## src/hdl/bmx_defines.vh

```
// Shared encodings for the branch and memory operation execution block.
`ifndef BMX_DEFINES_VH
`define BMX_DEFINES_VH
`define BMX_OP_JMP       4'h0
`define BMX_OP_JMPP      4'h1
`define BMX_OP_BRU       4'h2
`define BMX_OP_BRP       4'h3
`define BMX_OP_CHK       4'h4
`define BMX_OP_LD        4'h5
`define BMX_OP_ST        4'h6
`define BMX_ALIGN_NORM   4'h0
`define BMX_ALIGN_LO     4'h1
`define BMX_ALIGN_HI     4'h2
`define BMX_CC_E         4'h4
`define BMX_CC_NE        4'h5
`define BMX_CC_BE        4'h6
`define BMX_CC_NBE       4'h7
`define BMX_CC_L         4'hc
`define BMX_CC_NL        4'hd
`define BMX_CC_LE        4'he
`define BMX_CC_NLE       4'hf
`define BMX_CHUNK_BYTES  4'h8
`define BMX_CHUNK_MASK   64'hffff_ffff_ffff_fff8
`define BMX_IP_RESET     64'h0
`endif

```

## src/hdl/bmx_uop_exec.v

```verilog
// Execution unit for jump, branch, speculation-check, load and store micro-operations.
`include "bmx_defines.vh"
`default_nettype none

// Functional notes
// - Indirect jump sets user pointer to first operand.
// - Wrong predicted target: mispredict, annul, refetch.
// - Frontend places prediction in predicted-target immediate.
// - Bad user target page: fetch fault, no flags.
// - Microcode jumps redirect into internal space.
// - Microcode jumps freeze user pointer; decoder saves return.
// - Ordinary indirect jump resumes pointer updates.
// - Unconditional branch loads pointer with immediate.
// - Check compares operand to zero; eight conditions.
// - Check pass gives zero; fail raises, saves recovery.
// - Load address is sum; zero or sign extend.
// - Loads never merge subwords; decoder adds move.
// - Load merges cache data with inherited buffer.
// - Cache miss sets pending flag; no flags.
// - Condition field holds load alignment kind.
// - Low half rounds down; high half next chunk.
// - High half joins 128 bits, extracts, extends.
// - Access in low chunk: high half skips memory.
// - Ordinary misaligned load raises misalignment exception.
// - Absent or forbidden page raises read fault.
// - Store only builds forwarding entry; commit writes.
// - Store issues on address; replays for data.
module bmx_uop_exec #(
    parameter XW = 64
) (
    input  wire          mclk,
    input  wire          arst_n,
    input  wire          issue_valid,
    input  wire [3:0]    issue_op,
    input  wire [3:0]    issue_cond,
    input  wire [1:0]    issue_size,
    input  wire          issue_sign_ext,
    input  wire          issue_dest_is_ip,
    input  wire [XW-1:0] opnd_a,
    input  wire [XW-1:0] opnd_b,
    input  wire [XW-1:0] opnd_c,
    input  wire [XW-1:0] imm_target,
    input  wire [7:0]    imm_extype,
    input  wire          store_data_known,
    input  wire [XW-1:0] sfr_in_data,
    input  wire [7:0]    sfr_in_mask,
    input  wire          sfr_in_known,
    input  wire          tgt_page_present,
    input  wire          tgt_page_mapped,
    input  wire          tgt_page_noexec,
    input  wire          mem_page_present,
    input  wire          mem_page_allowed,
    input  wire          cache_hit,
    input  wire [XW-1:0] cache_rd_data,
    output wire          cache_rd_en,
    output wire [XW-1:0] cache_rd_addr,
    output reg           result_valid_reg,
    output reg  [XW-1:0] result_data_reg,
    output reg           result_pending_reg,
    output reg  [XW-1:0] user_ip_reg,
    output reg           ucode_mode_reg,
    output reg           redirect_valid_reg,
    output reg           redirect_internal_reg,
    output reg  [XW-1:0] redirect_addr_reg,
    output reg           annul_younger_reg,
    output reg           mispredict_exception_reg,
    output reg           fetch_page_fault_reg,
    output reg           read_page_fault_reg,
    output reg           misalignment_exception_reg,
    output reg           undefined_op_reg,
    output reg           check_fail_reg,
    output reg  [7:0]    check_extype_reg,
    output reg  [XW-1:0] recovery_ip_reg,
    output reg           sfr_out_valid_reg,
    output reg  [XW-1:0] sfr_out_addr_reg,
    output reg  [XW-1:0] sfr_out_data_reg,
    output reg  [7:0]    sfr_out_mask_reg,
    output reg           store_replay_reg
);

    // Byte-enable pattern for an access of 1, 2, 4 or 8 bytes.
    function [7:0] size_mask;
        input [1:0] sz;
        begin
            case (sz)
                2'h0:    size_mask = 8'h01;
                2'h1:    size_mask = 8'h03;
                2'h2:    size_mask = 8'h0f;
                default: size_mask = 8'hff;
            endcase
        end
    endfunction

    // Truncate to the access size, then zero or sign extend to 64 bits.
    function [63:0] extend;
        input [63:0] v;
        input [1:0]  sz;
        input        sx;
        begin
            case (sz)
                2'h0:    extend = {{56{sx & v[7]}}, v[7:0]};
                2'h1:    extend = {{48{sx & v[15]}}, v[15:0]};
                2'h2:    extend = {{32{sx & v[31]}}, v[31:0]};
                default: extend = v;
            endcase
        end
    endfunction

    reg rst_meta_reg;
    reg rst_sync_reg;
    always @(posedge mclk or negedge arst_n)
    begin
        if (!arst_n)
        begin
            rst_meta_reg <= 1'b0;
            rst_sync_reg <= 1'b0;
        end
        else
        begin
            rst_meta_reg <= 1'b1;
            rst_sync_reg <= rst_meta_reg;
        end
    end

    wire          is_jmp  = issue_valid && (issue_op == `BMX_OP_JMP);
    wire          is_jmpp = issue_valid && (issue_op == `BMX_OP_JMPP);
    wire          is_bru  = issue_valid && (issue_op == `BMX_OP_BRU);
    wire          is_brp  = issue_valid && (issue_op == `BMX_OP_BRP);
    wire          is_chk  = issue_valid && (issue_op == `BMX_OP_CHK);
    wire          is_ld   = issue_valid && (issue_op == `BMX_OP_LD);
    wire          is_st   = issue_valid && (issue_op == `BMX_OP_ST);
    wire          is_jump = is_jmp | is_jmpp | is_bru | is_brp;
    wire [XW-1:0] jump_tgt = (is_jmp | is_jmpp) ? opnd_a : imm_target;
    wire          jump_bad_dest = is_jump && !issue_dest_is_ip;
    // The internal space has no user page tables, so only user jumps are checked.
    wire          fetch_fault = (is_jmp | is_bru) && !jump_bad_dest &&
                                (!tgt_page_mapped || !tgt_page_present || tgt_page_noexec);
    // Prediction is taken to be the immediate; the frontend puts it there.
    wire          mispredict = (is_jmp | is_jmpp) && !jump_bad_dest && !fetch_fault &&
                               (opnd_a != imm_target);

    // Effective address and chunk selection.
    wire [XW-1:0] eff_addr = opnd_a + opnd_b;
    wire [2:0]    byte_off = eff_addr[2:0];
    wire [7:0]    acc_mask = size_mask(issue_size);
    wire          ld_norm = is_ld && (issue_cond == `BMX_ALIGN_NORM);
    wire          low_half_read_op   = is_ld && (issue_cond == `BMX_ALIGN_LO);
    wire          high_half_read_op   = is_ld && (issue_cond == `BMX_ALIGN_HI);
    wire          ld_bad_kind = is_ld && !ld_norm && !low_half_read_op && !high_half_read_op;
    wire [3:0]    acc_end = {1'b0, byte_off} + {1'b0, acc_mask[7], acc_mask[3],
                            acc_mask[1]} + 4'h1;
    wire          hi_skip = high_half_read_op && (acc_end <= `BMX_CHUNK_BYTES);
    wire [XW-1:0] chunk_addr = eff_addr & `BMX_CHUNK_MASK;
    // The offset bits below the access size must all be zero; the size minus one is the mask.
    wire          misaligned = ld_norm &&
                               ((byte_off & {acc_mask[7], acc_mask[3], acc_mask[1]}) != 3'h0);
    wire          ld_access = is_ld && !ld_bad_kind && !hi_skip && !misaligned;
    wire          read_fault = ld_access && (!mem_page_present || !mem_page_allowed);

    assign cache_rd_en   = ld_access && !read_fault;
    assign cache_rd_addr = high_half_read_op ? (chunk_addr + {60'h0, `BMX_CHUNK_BYTES}) : chunk_addr;

    // Forwarded bytes win over cache bytes, byte by byte.
    reg [63:0] merged;
    integer    i;
    always @*
    begin
        merged = 64'h0;
        for (i = 0; i < 8; i = i + 1)
            merged[i*8 +: 8] = sfr_in_mask[i] ? sfr_in_data[i*8 +: 8]
                                               : cache_rd_data[i*8 +: 8];
    end

    wire [63:0]  hi_part  = hi_skip ? 64'h0 : merged;
    wire [127:0] pair     = {hi_part, opnd_c} >> {byte_off, 3'h0};
    wire [63:0]  norm_val = merged >> {byte_off, 3'h0};
    // Results are always full width; merging into an old register is left to the decoder.
    wire [63:0]  ld_value = low_half_read_op ? merged :
                            high_half_read_op ? extend(pair[63:0], issue_size, issue_sign_ext) :
                                    extend(norm_val, issue_size, issue_sign_ext);

    // Speculation check on the numeric value only.
    reg chk_pass;
    reg chk_legal;
    always @*
    begin
        chk_legal = 1'b1;
        case (issue_cond)
            `BMX_CC_E:   chk_pass = (opnd_a == 64'h0);
            `BMX_CC_NE:  chk_pass = (opnd_a != 64'h0);
            `BMX_CC_BE:  chk_pass = (opnd_a == 64'h0);
            `BMX_CC_NBE: chk_pass = (opnd_a != 64'h0);
            `BMX_CC_L:   chk_pass = opnd_a[63];
            `BMX_CC_NL:  chk_pass = !opnd_a[63];
            `BMX_CC_LE:  chk_pass = opnd_a[63] || (opnd_a == 64'h0);
            `BMX_CC_NLE: chk_pass = !opnd_a[63] && (opnd_a != 64'h0);
            default:
            begin
                chk_pass  = 1'b0;
                chk_legal = 1'b0;
            end
        endcase
    end
    wire chk_fail = is_chk && chk_legal && !chk_pass;

    // Store data lands in the chosen bytes of the inherited forwarding entry.
    wire [7:0]  st_mask = acc_mask << byte_off;
    wire [63:0] st_data = opnd_c << {byte_off, 3'h0};
    reg  [63:0] st_merged;
    integer     j;
    always @*
    begin
        st_merged = 64'h0;
        for (j = 0; j < 8; j = j + 1)
            st_merged[j*8 +: 8] = st_mask[j] ? st_data[j*8 +: 8] : sfr_in_data[j*8 +: 8];
    end

    wire undefined = jump_bad_dest || ld_bad_kind || (is_chk && !chk_legal);
    wire jump_ok   = is_jump && !jump_bad_dest && !fetch_fault;

    always @(posedge mclk or negedge rst_sync_reg)
    begin
        if (!rst_sync_reg)
        begin
            result_valid_reg           <= 1'b0;
            result_data_reg            <= 64'h0;
            result_pending_reg         <= 1'b0;
            user_ip_reg                <= `BMX_IP_RESET;
            ucode_mode_reg             <= 1'b0;
            redirect_valid_reg         <= 1'b0;
            redirect_internal_reg      <= 1'b0;
            redirect_addr_reg          <= 64'h0;
            annul_younger_reg          <= 1'b0;
            mispredict_exception_reg   <= 1'b0;
            fetch_page_fault_reg       <= 1'b0;
            read_page_fault_reg        <= 1'b0;
            misalignment_exception_reg <= 1'b0;
            undefined_op_reg           <= 1'b0;
            check_fail_reg             <= 1'b0;
            check_extype_reg           <= 8'h00;
            recovery_ip_reg            <= 64'h0;
            sfr_out_valid_reg          <= 1'b0;
            sfr_out_addr_reg           <= 64'h0;
            sfr_out_data_reg           <= 64'h0;
            sfr_out_mask_reg           <= 8'h00;
            store_replay_reg           <= 1'b0;
        end
        else
        begin
            result_valid_reg           <= (is_ld || is_chk) && !undefined;
            result_pending_reg         <= cache_rd_en && !cache_hit;
            mispredict_exception_reg   <= mispredict;
            // Annul and refetch leave on the same edge as the result, ahead of any younger commit.
            annul_younger_reg          <= mispredict;
            redirect_valid_reg         <= mispredict || (jump_ok && (is_bru || is_brp));
            redirect_internal_reg      <= is_jmpp || is_brp;
            redirect_addr_reg          <= jump_tgt;
            fetch_page_fault_reg       <= fetch_fault;
            read_page_fault_reg        <= read_fault;
            misalignment_exception_reg <= misaligned;
            undefined_op_reg           <= undefined;
            check_fail_reg             <= chk_fail;
            sfr_out_valid_reg          <= is_st;
            store_replay_reg           <= is_st && (!store_data_known || !sfr_in_known);
            if (is_ld)
                result_data_reg <= ld_value;
            else if (is_chk)
                result_data_reg <= chk_pass ? 64'h0 : imm_target;
            if (chk_fail)
            begin
                check_extype_reg <= imm_extype;
                recovery_ip_reg  <= imm_target;
            end
            if (jump_ok && is_jmp)
            begin
                user_ip_reg    <= opnd_a;
                ucode_mode_reg <= 1'b0;
            end
            else if (jump_ok && (is_jmpp || is_brp))
                ucode_mode_reg <= 1'b1;
            else if (jump_ok && is_bru && !ucode_mode_reg)
                user_ip_reg <= imm_target;
            if (is_st)
            begin
                sfr_out_addr_reg <= chunk_addr;
                sfr_out_data_reg <= st_merged;
                sfr_out_mask_reg <= st_mask | sfr_in_mask;
            end
        end
    end

endmodule

`default_nettype wire

```

## config.mk

```make
export PLATFORM = sky130hd
export DESIGN_NAME = bmx_uop_exec
export DESIGN_NICKNAME = d
export VERILOG_FILES = /design/src/hdl/bmx_uop_exec.v
export VERILOG_INCLUDE_DIRS = /design/src /design/src/hdl
export SDC_FILE = /design/constraint.sdc
export NUM_CORES = 2
export LEC_CHECK = 0
export BUFFER_PORTS_ARGS = -buffer_cell sky130_fd_sc_hd__buf_4
export CORE_AREA = 2 2 349 351
export DETAILED_ROUTE_END_ITERATION = 8
export DIE_AREA = 0 0 351 353
export PLACE_DENSITY = 0.42
export SLEW_MARGIN = 20
export SYNTH_ARGS = -nofsm -noshare
export SYNTH_HDL_FRONTEND = slang
export SYNTH_SLANG_ARGS = --single-unit
export TNS_END_PERCENT = 20
```

## constraint.sdc

```tcl
create_clock -name mclk -period 21.4 [get_ports mclk]
set_input_delay 4.28 -clock mclk [delete_from_list [all_inputs] [get_ports mclk]]
set_output_delay 4.28 -clock mclk [all_outputs]
set_load 0.01 [all_outputs]
```

==> metrics.cfg <==
[timing]
fin_skew_ns = 0.0749
tns_ns = 0
rsz0062_at_grt = no
setup_slack_ns = 7.92
hold_viol_final = 0
worstMarginPinSlew_ns = 1.27
fin_crit_sh = 0.630
slew_violations = 0
fmax_mhz = 74.2
setup_violations = 0
layout_min_cycle_time_ns = 13.48
slew_headroom = 0.126

[setup_path]
crit_start = opnd_a[32]
timing.critical_path.mode_cell = nand4_1
cp.arrival_ns = 9.20
path_cells = buf_4 -> ha_1 -> nand4_1 -> nor3_1 -> nand3_1 -> a211oi_1 -> o2111ai_1 -> nand3b_1 -> nor4bb_1 -> nand4_1 -> nor4_4 -> nand4_1 -> xnor2_1 -> buf_4
r2r_end = sfr_out_data_reg[13]$_DFFE_PN0P_
path_delay_family = simple AND/OR/NAND/NOR gates
r2r_start = rst_sync_reg$_DFF_PN0_
endpoint_kind = primary output
rrSetupSlack_ns = 17.63
r2r_cells = 4
worst_setup_path_start_kind = input port
slowest_stage = a211oi_1
cpPeakStageDelay_ns = 0.70
worst-path-max-fanout = 14
path_buf_inv = 2
crit_required_ns = 17.12
crit_type = in -> out
crit_cells = 14
crit_path_end = cache_rd_addr[63]

[floorplan]
die_h_um = 353
fp-row-count = 128
die_area_mm2 = 0.124
die_x_um = 351
core-area_mm2 = 0.121
ios = 902
start_util = 0.255

[global_route]
antenna_found_initial = 24
grt-ovfl-total = 0
groute.usage.overall = 0.320
grt_pass1_wl_um = 278000
grt_pass1_vias = 32600
grt_max_degree = 99

[final_layout]
stdcell_area_mm2 = 0.0410
nets = 4838
n_fill_cell = 12900
syn2layout_area_growth_pct = 33.0
final_layout_size_suffix_gt1_frac = 0.309
post-route-util = 0.340

[clocking]
ctsResizeCount = 0
cts-buffers-inserted = 55
cts_tree = built
cts_max_level = 2
path_clk_slew_ns = 0.06
postCtsHoldBufs = 0
clock_path_buffers = 3
post_cts_buffers = 0
clockRootBuffer = clkbuf_16
cts_sinks = 412
clk_latency_ns = 0.73

[logic_synthesis]
yosys_warnings = 0
synth_area_per_cell_um2 = 8.53
synth-main-ff-cell = dfrtp_1
synth-seq-cells = 412
seq_area_frac_synth = 0.335
synth_cell_types = 101
synth_top_area_frac = 0.335
yosys-top-cells-area = dfrtp_1, mux2_2, nand2_1, o21ai_0, mux2i_1
synth.top_cells.by_count = nand2_1, dfrtp_1, o21ai_0, nor2_1, a21oi_1
synthesis.area_mm2 = 0.0308
synth_edf_count = 0
syn_inst = 3610
synth_most_common_cell = nand2_1
async_reset_ff_frac = 1.00
yosysTopAreaCell = dfrtp_1

[detailed_routing]
drc = 0
wirelength_um = 205000
firstDrtPassIters = 7
drtAntennaViolNets = 0
vias = 33700
drt_iter0_markers = 3709
drt-wirelength-per-cell_um = 34.0
vias_per_cell = 5.60

[place]
gp_congestion = 0.958
place_hpwl_um = 165000
placed_cell_area_mm2 = 0.0390
pre_cts_ws_ns = 8.09
portBuffers = 895

[pwr]
pwr-share-seq = 0.292
power_density_mw_per_mm2 = 85.0
leakage_nw = 18.4
clock_power_share = 0.292
p_total_mw = 3.48
switching_power_mw = 1.42
p_int_mw = 2.06
comb_power_share = 0.416
ir_drop_uv = 63.3
swShare = 0.408

[run_status]
status = complete, no violations

[run]
cap_violations = 0

[min_path]
hp-class = reg -> async

-- metrics by stage --
step	hold WS (ns)	instances
2_1_floorplan	0.331	3615
3_3_place_gp	0.247	5912
3_5_place_dp	0.241	5912
4_1_cts	0.245	6015
5_1_grt	0.264	6023
6_report	0.240	6024
-- how the worst min path moves through the flow --
stage,from,endpoint,slack (ns),cells after the start
2_1_floorplan,rst_meta_reg$_DFF_PN0_,rst_sync_reg$_DFF_PN0_,0.33,0
3_3_place_gp,rst_sync_reg$_DFF_PN0_,recovery_ip_reg[52]$_DFFE_PN0P_,0.25,0
3_5_place_dp,rst_sync_reg$_DFF_PN0_,recovery_ip_reg[30]$_DFFE_PN0P_,0.24,0
4_1_cts,rst_sync_reg$_DFF_PN0_,sfr_out_addr_reg[61]$_DFFE_PN0P_,0.24,0
5_1_grt,rst_sync_reg$_DFF_PN0_,sfr_out_addr_reg[49]$_DFFE_PN0P_,0.26,0
6_report,rst_sync_reg$_DFF_PN0_,sfr_out_addr_reg[61]$_DFFE_PN0P_,0.24,0
-- routing by layer --
layer  wire length (um)  global-route usage  up-vias
li1                   -                   -    14700
met3              18800              0.0867      310
met4               8820               0.121       18
met1              86500               0.429    16900
met5                 93                   0        -
met2              90800               0.489     1767
-- layout make-up --
type | count | area, um2 | area share
Clock buffer | 65 | 1490 | 0.0365
Inverter | 39 | 151 | 0.00370
Sequential cell | 412 | 10300 | 0.252
Clock inverter | 38 | 448 | 0.0109
Multi-Input combinational cell | 2892 | 19400 | 0.474
Tap cell | 1625 | 2030 | 0.0496
Timing Repair Buffer | 944 | 7090 | 0.173
Antenna cell | 9 | 22.5 | 0.000550
-- power by group through the flow --
stage	clock [mW]	sequential (mW)	combinational, mW
after floorplan	0	1.09	0.600
after global placement	0	1.03	1.43
after detailed placement	0	1.03	1.43
after CTS	1.04	1.02	1.43
after global routing	1.06	1.03	1.53
final	1.02	1.02	1.45
-- layout by cell type, fill, tap and decap left out, types with 47 or more instances in the layout --
| cell type | n |
|---|---|
| a21oi_1 | 260 |
| a31oi_1 | 55 |
| buf_4 | 944 |
| clkbuf_16 | 55 |
| dfrtp_1 | 411 |
| ha_1 | 69 |
| mux2_2 | 205 |
| mux2i_1 | 169 |
| nand2_1 | 509 |
| nand4_1 | 47 |
| nor2_1 | 306 |
| nor3_1 | 57 |
| o211ai_1 | 61 |
| o21ai_0 | 354 |
| xnor2_1 | 74 |
| xor2_1 | 97 |
-- cell families (layout without fill, tap and decap cells) --
kind of cell             count (synthesis)  in the layout  synth area share
buffers and inverters                  311           1086            0.0406
multiplexers                           416            416             0.159
adder cells (fa/ha/maj)                 71             71            0.0291
other                                    2             16          0.000244
flip-flops                             412            412             0.335
XOR/XNOR                               174            174            0.0500
AND/OR/NAND/NOR                       1183           1183             0.176
AO/OA/AOI/OAI                         1041           1041             0.210
Power figures use the tool's default switching activity.
